## src/core/osc_pkg.sv

```systemverilog
// Constants, register map and carrier types for the oscillator select and trim block.
// Assumes one 250 MHz clock; every oscillator is modelled as a one-cycle enable rate.
package osc_pkg;

    // ----------------------------------------------------------------
    // Register map (index; byte address is four times the index)
    // ----------------------------------------------------------------
    localparam int ADDR_W = 12;
    localparam logic [7:0] MAIN_TRIM_IDX = 8'hE8;
    localparam logic [7:0] LS_TRIM_IDX   = 8'hE9;
    localparam logic [7:0] CTRL_IDX      = 8'hE0;
    localparam logic [7:0] STATUS_IDX    = 8'hEA;
    localparam logic [7:0] XTAL_TRIM_IDX = 8'hEB;

    function automatic logic [ADDR_W-1:0] byte_addr(input logic [7:0] idx);
        return {2'b00, idx, 2'b00};
    endfunction

    // ----------------------------------------------------------------
    // Field positions and reset values
    // ----------------------------------------------------------------
    localparam int CTRL_XTAL_EN_BIT = 7;
    localparam int CTRL_PLL_BIT     = 6;
    localparam int CTRL_CLR_BIT     = 5;
    localparam int CTRL_INTV_LSB    = 3;
    localparam int LS_DISABLE_BIT   = 6;
    localparam int LS_TRIM_W        = 6;
    localparam logic [7:0] CTRL_RESET      = 8'h00;
    localparam logic [7:0] MAIN_TRIM_5V0   = 8'h80;
    localparam logic [7:0] MAIN_TRIM_3V3   = 8'h80;
    localparam logic [5:0] LS_TRIM_FACTORY = 6'h20;
    localparam logic [7:0] XTAL_TRIM_FACT  = 8'h00;
    localparam logic [1:0] RESP_OKAY   = 2'b00;
    localparam logic [1:0] RESP_SLVERR = 2'b10;

    // ----------------------------------------------------------------
    // Rates and oscillator increments
    // ----------------------------------------------------------------
    localparam longint CLK_HZ   = 250_000_000;
    localparam longint MAIN_HZ  = 48_000_000;
    localparam longint LS_HZ    = 32_000;
    localparam longint XTAL_HZ  = 32_768;
    localparam int     NCO_W    = 24;
    localparam logic [NCO_W-1:0] MAIN_INC_CENTRE = NCO_W'((MAIN_HZ << NCO_W) / CLK_HZ);
    localparam logic [NCO_W-1:0] LS_INC_CENTRE   = NCO_W'((LS_HZ << NCO_W) / CLK_HZ);
    localparam logic [NCO_W-1:0] MAIN_TRIM_STEP  = 24'h00_1000;
    localparam logic [NCO_W-1:0] LS_TRIM_STEP    = 24'h00_0010;
    localparam int SLEEP_ONE_SEC_S     = 1;
    localparam int SLEEP_ONE_SEC_TICKS = int'(XTAL_HZ) * SLEEP_ONE_SEC_S;

    // ----------------------------------------------------------------
    // Types
    // ----------------------------------------------------------------
    typedef enum logic {SRC_LOW_SPEED, SRC_CRYSTAL} src_t;

    typedef struct packed {
        logic clk48;
        logic clk24;
        logic clk32k;
    } clk_en_t;

endpackage

```

## src/core/osc_nco.sv

```systemverilog
// Phase-accumulator oscillator: emits a one-cycle tick at inc/2^W of the clock rate.
// Assumes a synchronous active-low reset and a caller that holds inc steady enough.
module osc_nco #(
    parameter int W = 24
) (
    input  wire logic         clk,
    input  wire logic         resetn,
    input  wire logic         enable,
    input  wire logic [W-1:0] inc,
    output logic              tick_q
);
    logic [W-1:0] acc_q;
    logic [W-1:0] acc_d;
    logic         tick_d;
    logic [W:0]   sum;

    always_comb begin
        sum    = {1'b0, acc_q} + {1'b0, inc};
        acc_d  = acc_q;
        tick_d = 1'b0;
        if (enable) begin
            acc_d  = sum[W-1:0];
            tick_d = sum[W];
        end
    end

    always_ff @(posedge clk) begin
        if (!resetn) begin
            acc_q  <= '0;
            tick_q <= 1'b0;
        end else begin
            acc_q  <= acc_d;
            tick_q <= tick_d;
        end
    end
endmodule

```

## src/core/osc_select_trim.sv

```systemverilog
// Oscillator select and trim: main oscillator enables, low-speed oscillator,
// crystal oscillator and the 32K source switch, with AXI4-Lite registers.
// Assumes crystal pin levels arrive synchronous to aclk.
module osc_select_trim
    import osc_pkg::*;
#(
    parameter logic [7:0] MAIN_TRIM_FACTORY = osc_pkg::MAIN_TRIM_5V0,
    parameter logic [5:0] LS_TRIM_FACT      = osc_pkg::LS_TRIM_FACTORY,
    parameter logic [7:0] XTAL_TRIM_FACTORY = osc_pkg::XTAL_TRIM_FACT,
    parameter int         SLEEP_ONE_SEC     = osc_pkg::SLEEP_ONE_SEC_TICKS
) (
    input  wire logic                      aclk,
    input  wire logic                      aresetn,
    input  wire logic [osc_pkg::ADDR_W-1:0] s_axi_awaddr,
    input  wire logic                      s_axi_awvalid,
    output logic                           s_axi_awready,
    input  wire logic [31:0]               s_axi_wdata,
    input  wire logic [3:0]                s_axi_wstrb,
    input  wire logic                      s_axi_wvalid,
    output logic                           s_axi_wready,
    output logic [1:0]                     s_axi_bresp,
    output logic                           s_axi_bvalid,
    input  wire logic                      s_axi_bready,
    input  wire logic [osc_pkg::ADDR_W-1:0] s_axi_araddr,
    input  wire logic                      s_axi_arvalid,
    output logic                           s_axi_arready,
    output logic [31:0]                    s_axi_rdata,
    output logic [1:0]                     s_axi_rresp,
    output logic                           s_axi_rvalid,
    input  wire logic                      s_axi_rready,
    input  wire logic                      sleep_mode,
    input  wire logic                      crystal_input_pin,
    output logic                           crystal_output_pin_o,
    output logic                           crystal_output_pin_oe,
    output osc_pkg::clk_en_t               clk_en_q,
    output logic                           sleep_tc_q,
    output logic                           pll_lock_en_q,
    output logic                           low_speed_low_current_q,
    output logic [7:0]                     crystal_osc_trim_q
);
    import osc_pkg::*;

    localparam int CNT_W = $clog2(SLEEP_ONE_SEC) + 1;

    // ----------------------------------------------------------------
    // Functions
    // ----------------------------------------------------------------
    function automatic logic [NCO_W-1:0] trim_inc(input logic [NCO_W-1:0] centre,
                                                  input logic [NCO_W-1:0] step,
                                                  input logic [7:0] trim,
                                                  input logic [7:0] mid);
        return centre + NCO_W'(trim) * step - NCO_W'(mid) * step;
    endfunction

    // Interval select 3 is one second; each step below is eight times shorter
    function automatic logic [CNT_W-1:0] intv_ticks(input logic [1:0] sel);
        return CNT_W'(SLEEP_ONE_SEC >> (3 * (3 - int'(sel))));
    endfunction

    function automatic logic hit(input logic [ADDR_W-1:0] a, input logic [7:0] idx);
        return a == byte_addr(idx);
    endfunction

    // ----------------------------------------------------------------
    // Register bus slave
    // ----------------------------------------------------------------
    logic              aw_hold_q, aw_hold_d, w_hold_q, w_hold_d;
    logic [ADDR_W-1:0] awaddr_q, awaddr_d;
    logic [7:0]        wdata_q, wdata_d;
    logic              wlane_q, wlane_d;
    logic              awready_d, wready_d, bvalid_d, arready_d, rvalid_d;
    logic [1:0]        bresp_d, rresp_d;
    logic [31:0]       rdata_d;
    logic [7:0]        main_trim_q, main_trim_d;
    logic [6:0]        ls_trim_q, ls_trim_d;
    logic [7:0]        ctrl_q, ctrl_d;
    logic [7:0]        xtal_trim_d;
    logic              do_write;
    src_t              src_q, src_d;
    logic [CNT_W-1:0]  cnt_q;

    assign do_write = aw_hold_q && w_hold_q && !s_axi_bvalid;

    always_comb begin
        aw_hold_d   = aw_hold_q;
        w_hold_d    = w_hold_q;
        awaddr_d    = awaddr_q;
        wdata_d     = wdata_q;
        wlane_d     = wlane_q;
        bvalid_d    = s_axi_bvalid;
        bresp_d     = s_axi_bresp;
        rvalid_d    = s_axi_rvalid;
        rdata_d     = s_axi_rdata;
        rresp_d     = s_axi_rresp;
        main_trim_d = main_trim_q;
        ls_trim_d   = ls_trim_q;
        xtal_trim_d = crystal_osc_trim_q;
        ctrl_d      = ctrl_q;
        ctrl_d[CTRL_CLR_BIT] = 1'b0;
        if (s_axi_awvalid && s_axi_awready) begin
            aw_hold_d = 1'b1;
            awaddr_d  = s_axi_awaddr;
        end
        if (s_axi_wvalid && s_axi_wready) begin
            w_hold_d = 1'b1;
            wdata_d  = s_axi_wdata[7:0];
            wlane_d  = s_axi_wstrb[0];
        end
        if (s_axi_bvalid && s_axi_bready) begin
            bvalid_d = 1'b0;
        end
        if (do_write) begin
            aw_hold_d = 1'b0;
            w_hold_d  = 1'b0;
            bvalid_d  = 1'b1;
            bresp_d   = RESP_OKAY;
            if (hit(awaddr_q, MAIN_TRIM_IDX)) begin
                if (wlane_q) main_trim_d = wdata_q;
            end else if (hit(awaddr_q, LS_TRIM_IDX)) begin
                if (wlane_q) ls_trim_d = wdata_q[6:0];
            end else if (hit(awaddr_q, CTRL_IDX)) begin
                if (wlane_q) ctrl_d = wdata_q;
            end else if (hit(awaddr_q, XTAL_TRIM_IDX)) begin
                if (wlane_q) xtal_trim_d = wdata_q;
            end else if (!hit(awaddr_q, STATUS_IDX)) begin
                bresp_d = RESP_SLVERR;
            end
        end
        if (s_axi_rvalid && s_axi_rready) begin
            rvalid_d = 1'b0;
        end
        if (s_axi_arvalid && s_axi_arready) begin
            rvalid_d = 1'b1;
            rresp_d  = RESP_OKAY;
            rdata_d  = 32'h0000_0000;
            // Main trim is write-only and reads as zero
            if (hit(s_axi_araddr, LS_TRIM_IDX)) begin
                rdata_d[6:0] = ls_trim_q;
            end else if (hit(s_axi_araddr, CTRL_IDX)) begin
                rdata_d[7:0] = {ctrl_q[7:6], 1'b0, ctrl_q[4:0]};
            end else if (hit(s_axi_araddr, STATUS_IDX)) begin
                rdata_d[CNT_W:0] = {cnt_q, src_q == SRC_CRYSTAL};
            end else if (hit(s_axi_araddr, XTAL_TRIM_IDX)) begin
                rdata_d[7:0] = crystal_osc_trim_q;
            end else if (!hit(s_axi_araddr, MAIN_TRIM_IDX)) begin
                rresp_d = RESP_SLVERR;
            end
        end
        awready_d = !aw_hold_d && !bvalid_d;
        wready_d  = !w_hold_d && !bvalid_d;
        arready_d = !rvalid_d;
    end

    always_ff @(posedge aclk) begin
        if (!aresetn) begin
            aw_hold_q          <= 1'b0;
            w_hold_q           <= 1'b0;
            awaddr_q           <= '0;
            wdata_q            <= 8'h00;
            wlane_q            <= 1'b0;
            s_axi_awready      <= 1'b0;
            s_axi_wready       <= 1'b0;
            s_axi_bvalid       <= 1'b0;
            s_axi_bresp        <= RESP_OKAY;
            s_axi_arready      <= 1'b0;
            s_axi_rvalid       <= 1'b0;
            s_axi_rdata        <= 32'h0000_0000;
            s_axi_rresp        <= RESP_OKAY;
            main_trim_q        <= MAIN_TRIM_FACTORY;
            ls_trim_q          <= {1'b0, LS_TRIM_FACT};
            ctrl_q             <= CTRL_RESET;
            crystal_osc_trim_q <= XTAL_TRIM_FACTORY;
        end else begin
            aw_hold_q          <= aw_hold_d;
            w_hold_q           <= w_hold_d;
            awaddr_q           <= awaddr_d;
            wdata_q            <= wdata_d;
            wlane_q            <= wlane_d;
            s_axi_awready      <= awready_d;
            s_axi_wready       <= wready_d;
            s_axi_bvalid       <= bvalid_d;
            s_axi_bresp        <= bresp_d;
            s_axi_arready      <= arready_d;
            s_axi_rvalid       <= rvalid_d;
            s_axi_rdata        <= rdata_d;
            s_axi_rresp        <= rresp_d;
            main_trim_q        <= main_trim_d;
            ls_trim_q          <= ls_trim_d;
            ctrl_q             <= ctrl_d;
            crystal_osc_trim_q <= xtal_trim_d;
        end
    end

    // ----------------------------------------------------------------
    // Oscillators
    // ----------------------------------------------------------------
    logic             main_tick, ls_tick, ls_run;
    logic [NCO_W-1:0] main_inc, ls_inc;

    assign main_inc = trim_inc(MAIN_INC_CENTRE, MAIN_TRIM_STEP, main_trim_q, 8'h80);
    // Low-current sleep state drops the trim, so accuracy suffers
    assign ls_inc = sleep_mode ? LS_INC_CENTRE
                  : trim_inc(LS_INC_CENTRE, LS_TRIM_STEP, {2'b00, ls_trim_q[5:0]}, 8'h20);
    assign ls_run = !ls_trim_q[LS_DISABLE_BIT];

    osc_nco #(.W(NCO_W)) main_osc (
        .clk    (aclk),
        .resetn (aresetn),
        .enable (1'b1),
        .inc    (main_inc),
        .tick_q (main_tick)
    );

    osc_nco #(.W(NCO_W)) low_speed_osc (
        .clk    (aclk),
        .resetn (aresetn),
        .enable (ls_run),
        .inc    (ls_inc),
        .tick_q (ls_tick)
    );

    // ----------------------------------------------------------------
    // Crystal, sleep timer and 32K source switch
    // ----------------------------------------------------------------
    logic             xin_q, xin_d, half_q, half_d, xt_tick, tc_d, xtal_en;
    logic [CNT_W-1:0] cnt_d;
    clk_en_t          clk_en_d;

    assign xtal_en = ctrl_q[CTRL_XTAL_EN_BIT];
    assign xt_tick = xtal_en && crystal_input_pin && !xin_q;

    always_comb begin
        xin_d    = crystal_input_pin;
        half_d   = main_tick ? !half_q : half_q;
        clk_en_d.clk48  = main_tick;
        clk_en_d.clk24  = main_tick && half_q;
        // Both sources are single-cycle pulses, so a switch cannot split one
        clk_en_d.clk32k = (src_q == SRC_CRYSTAL) ? xt_tick : ls_tick;
        cnt_d = cnt_q;
        tc_d  = 1'b0;
        if (ctrl_q[CTRL_CLR_BIT]) begin
            cnt_d = '0;
        end else if (clk_en_q.clk32k) begin
            if (cnt_q >= intv_ticks(ctrl_q[CTRL_INTV_LSB +: 2]) - CNT_W'(1)) begin
                cnt_d = '0;
                tc_d  = 1'b1;
            end else begin
                cnt_d = cnt_q + CNT_W'(1);
            end
        end
        // Terminal count alone moves the source; no interrupt enable gates it
        src_d = src_q;
        if (sleep_tc_q) begin
            src_d = xtal_en ? SRC_CRYSTAL : SRC_LOW_SPEED;
        end
    end

    always_ff @(posedge aclk) begin
        if (!aresetn) begin
            xin_q                   <= 1'b0;
            half_q                  <= 1'b0;
            cnt_q                   <= '0;
            sleep_tc_q              <= 1'b0;
            src_q                   <= SRC_LOW_SPEED;
            clk_en_q                <= '0;
            pll_lock_en_q           <= 1'b0;
            low_speed_low_current_q <= 1'b0;
            crystal_output_pin_o    <= 1'b0;
            crystal_output_pin_oe   <= 1'b0;
        end else begin
            xin_q                   <= xin_d;
            half_q                  <= half_d;
            cnt_q                   <= cnt_d;
            sleep_tc_q              <= tc_d;
            src_q                   <= src_d;
            clk_en_q                <= clk_en_d;
            pll_lock_en_q           <= ctrl_q[CTRL_PLL_BIT] && src_q == SRC_CRYSTAL;
            low_speed_low_current_q <= sleep_mode;
            crystal_output_pin_o    <= !crystal_input_pin;
            crystal_output_pin_oe   <= xtal_en;
        end
    end
endmodule

```

## config.mk

```make
export PLATFORM = sky130hd
export DESIGN_NAME = osc_select_trim
export DESIGN_NICKNAME = d
export VERILOG_FILES = /design/src/core/osc_pkg.sv /design/src/core/osc_nco.sv /design/src/core/osc_select_trim.sv
export SDC_FILE = /design/constraint.sdc
export NUM_CORES = 1
export LEC_CHECK = 0
export BUFFER_PORTS_ARGS = -buffer_cell sky130_fd_sc_hd__buf_2
export CAP_MARGIN = 25
export CORE_UTILIZATION = 55
export DETAILED_ROUTE_END_ITERATION = 6
export HOLD_SLACK_MARGIN = 0.02
export PLACE_DENSITY = 0.78
export SLEW_MARGIN = 30
export SYNTH_ARGS = -nofsm -noshare
export SYNTH_HDL_FRONTEND = slang
export SYNTH_SLANG_ARGS = --single-unit
```

## constraint.sdc

```tcl
create_clock -name aclk -period 3 [get_ports aclk]
set_input_delay 0.75 -clock aclk [delete_from_list [all_inputs] [get_ports aclk]]
set_output_delay 0.75 -clock aclk [all_outputs]
set_load 0.02 [all_outputs]
```

==> flow_metrics.tcl <==
set metrics [dict create \
    max-vdd-ir-drop_uv 527 \
    nets 1089 \
    fin_skew_ns 0.0124 \
    critical_path.slowest_cell "or4_1" \
    clock_sinks 155 \
    critPathMaxStageDelay_ns 0.48 \
    crit_top_cell "ha_1" \
    netlist_area_sq_um 7870 \
    max_freq_mhz 363 \
    grt_max_degree 48 \
    wl_per_cell_um 15.0 \
    end_kind "flop" \
    detail-route-antenna-nets 0 \
    async_flop_share 0 \
    std_cell_rows 43 \
    p_int_w 0.00364 \
    final_common_cell "dfxtp_1" \
    fin_cells 1179 \
    grt_use_total 0.249 \
    cts_tree "yes" \
    fin_hold_ws_ns 0.408 \
    clockBufferDepth 2 \
    io_pins 126 \
    num_vias 6708 \
    port-buffer-count 81 \
    p_sw_frac 0.289 \
    yosysWarningCount 0 \
    rsz0062_at_grt "no" \
    post-cts-setup-buffers 0 \
    cp.required_ns 3.35 \
    fill_cells 1192 \
    final_layout_size_suffix_gt1_frac 0.153 \
    synth_cell_types 72 \
    path_buf_inv 2 \
    utilization 0.646 \
    htree_levels 4 \
    crit_path_cell_trace "inv_1 > ha_1 > nand3b_1 > xnor2_1 > nor2_1 > ha_1 > nand2_1 > o21ai_1 > a211oi_1 > buf_4 > or4_1 > a21oi_1" \
    cts_hold_buf 0 \
    layout_min_cycle_time_ns 2.75 \
    synth_ff_type "dfxtp_1" \
    power_frac_seq 0.445 \
    routabilityCongestion 0.844 \
    placedCellCount 1147 \
    synthTopCellsByArea "dfxtp_1, ha_1, mux2i_1, nand2_1, nor2_1" \
    power_density_nw_per_um2 568 \
    cts_inserted_buffers 17 \
    final.setup.tns_ns 0 \
    hold_class "flop to flop" \
    drv_cap 0 \
    drtIter0Drc 334 \
    yosysSeqAreaShare 0.394 \
    fin_crit_sh 0.918 \
    dpl.hpwl_um 12200 \
    cp_max_fo 12 \
    muxShareOfSynthArea 0.0563 \
    synth_top_family_by_area "simple AND/OR/NAND/NOR gates" \
    totalWireLength_um 17700 \
    synth_compound_area_frac 0.155 \
    crit_family "simple AND/OR/NAND/NOR gates" \
    grt_overflow 0 \
    pwr-share-clk 0.424 \
    insertion_delay_ns 0.43 \
    grt_pass1_vias 6033 \
    synth_top_area_frac 0.394 \
    grt_pass1_wl_um 29200 \
    synth_fa_ha_area_frac 0.0541 \
    clk_pin_slew_ns 0.07 \
    antenna_found_initial 0 \
    start_util 0.565 \
    worst_setup_path_start_kind "flop" \
    antennaDiodeCount 0 \
    core-area_sq_um 13900 \
    chipWidth_um 122 \
    die_h_um 122 \
    dieArea_sq_um 14800 \
    cts_root_buf "clkbuf_16" \
    finalHoldViolCount 0 \
    synth_edf_count 0 \
    vias_per_cell 5.69 \
    drtPass1Iterations 5 \
    cellLeakagePower_nw 3.60 \
    drc 0 \
    syn_inst 907 \
    yosys.area_share.simple 0.248 \
    ys_seq_elements 155 \
    p_sw_w 0.00148 \
    final_cell_mix "dfxtp_1, nand2_1, nor2_1" \
    comb_power_share 0.131 \
    slew_headroom 0.404 \
    setup_viol 0 \
    crit_type "flop to flop" \
    post_cts_resized 0 \
    slew_viol_final 0 \
    yosysTopAreaCell "dfxtp_1" \
    crit_arrival_ns 3.11 \
    worstMarginPinSlew_ns 0.894 \
    outcome "finished, final reports clean" \
    area_delta_synth_final_pct 14.5 \
    synthXorXnorAreaFrac 0.0445 \
    avgSynthCellArea_sq_um 8.68 \
]
==> path summary, 6_finish.rpt <==
| kind | from | endpoint | slack (ns) | cells after the start |
|---|---|---|---|---|
| max | ls_trim_q[1] | low_speed_osc.acc_q[17] | 0.25 | 12 |
| min | ctrl_q[5] | sleep_tc_q | 0.41 | 1 |
| max reg2reg | ls_trim_q[1] | low_speed_osc.acc_q[17] | 0.25 | 12 |
| min reg2reg | ctrl_q[5] | sleep_tc_q | 0.41 | 1 |
==> registers in the layout, summed over array words and instances (netlist names), 7 cells and up <==
| register | count |
|---|---|
| ctrl_q | 8 |
| awaddr_q | 12 |
| crystal_osc_trim_q | 8 |
| ls_trim_q | 7 |
| low_speed_osc.acc_q | 24 |
| s_axi_rdata | 17 |
| main_trim_q | 8 |
| cnt_q | 16 |
| wdata_q | 8 |
| main_osc.acc_q | 24 |
==> per-layer routing <==
layer	GRT usage	vias to the layer above	routed length [um]
met5	0	-	0
met4	0.110	0	428
met3	0.0421	34	740
met2	0.408	177	8440
met1	0.322	3141	8100
li1	-	3356	-
==> power by group through the flow <==
stage               Combinational [W]  Clock [W]  Sequential [W]
floorplan                    0.000517          0         0.00231
detailed placement           0.000660          0         0.00232
finish                       0.000670    0.00217         0.00228
global placement             0.000649          0         0.00232
global route                 0.000750    0.00228         0.00229
CTS                          0.000668    0.00219         0.00228
==> cells by family after synthesis <==
group / count (synthesis)
AO/OA/AOI/OAI: 190
adder cells (fa/ha/maj): 34
XOR/XNOR: 40
other: 1
flip-flops: 155
buffers and inverters: 75
AND/OR/NAND/NOR: 368
multiplexers: 44
==> area by class of cell <==
class / count / area (sq um) / share of cell area
clock buffers: 17 / 425 / 0.0472
clock inverters: 15 / 176 / 0.0196
inverters: 21 / 80.1 / 0.00889
multi-input cells: 695 / 4460 / 0.495
flip-flops and latches: 155 / 3100 / 0.344
well taps: 180 / 225 / 0.0250
repair buffers: 96 / 543 / 0.0603
==> through the flow <==
step                area (sq um)  worst slack (ns)  total power, W
finish                      9010             0.246         0.00512
global route                9010            0.0996         0.00533
floorplan                   7940             0.249         0.00283
detailed placement          8410             0.129         0.00298
CTS                         9010             0.273         0.00513
global placement            8410             0.170         0.00297
==> Yosys cell counts (12+ instances only) <==
| master | number |
|---|---|
| nor3_1 | 12 |
| or3_1 | 14 |
| o21ai_0 | 25 |
| clkbuf_1 | 27 |
| inv_1 | 20 |
| nand4_1 | 15 |
| dfxtp_1 | 155 |
| buf_4 | 19 |
| nand3_1 | 17 |
| mux2i_1 | 42 |
| a22oi_1 | 13 |
| a21oi_1 | 74 |
| nor2_1 | 99 |
| nand2_1 | 108 |
| and2_1 | 12 |
| ha_1 | 34 |
| nand2b_1 | 17 |
| xnor2_1 | 23 |
| xor2_1 | 17 |
No activity file was read; power rests on OpenSTA's default activity.
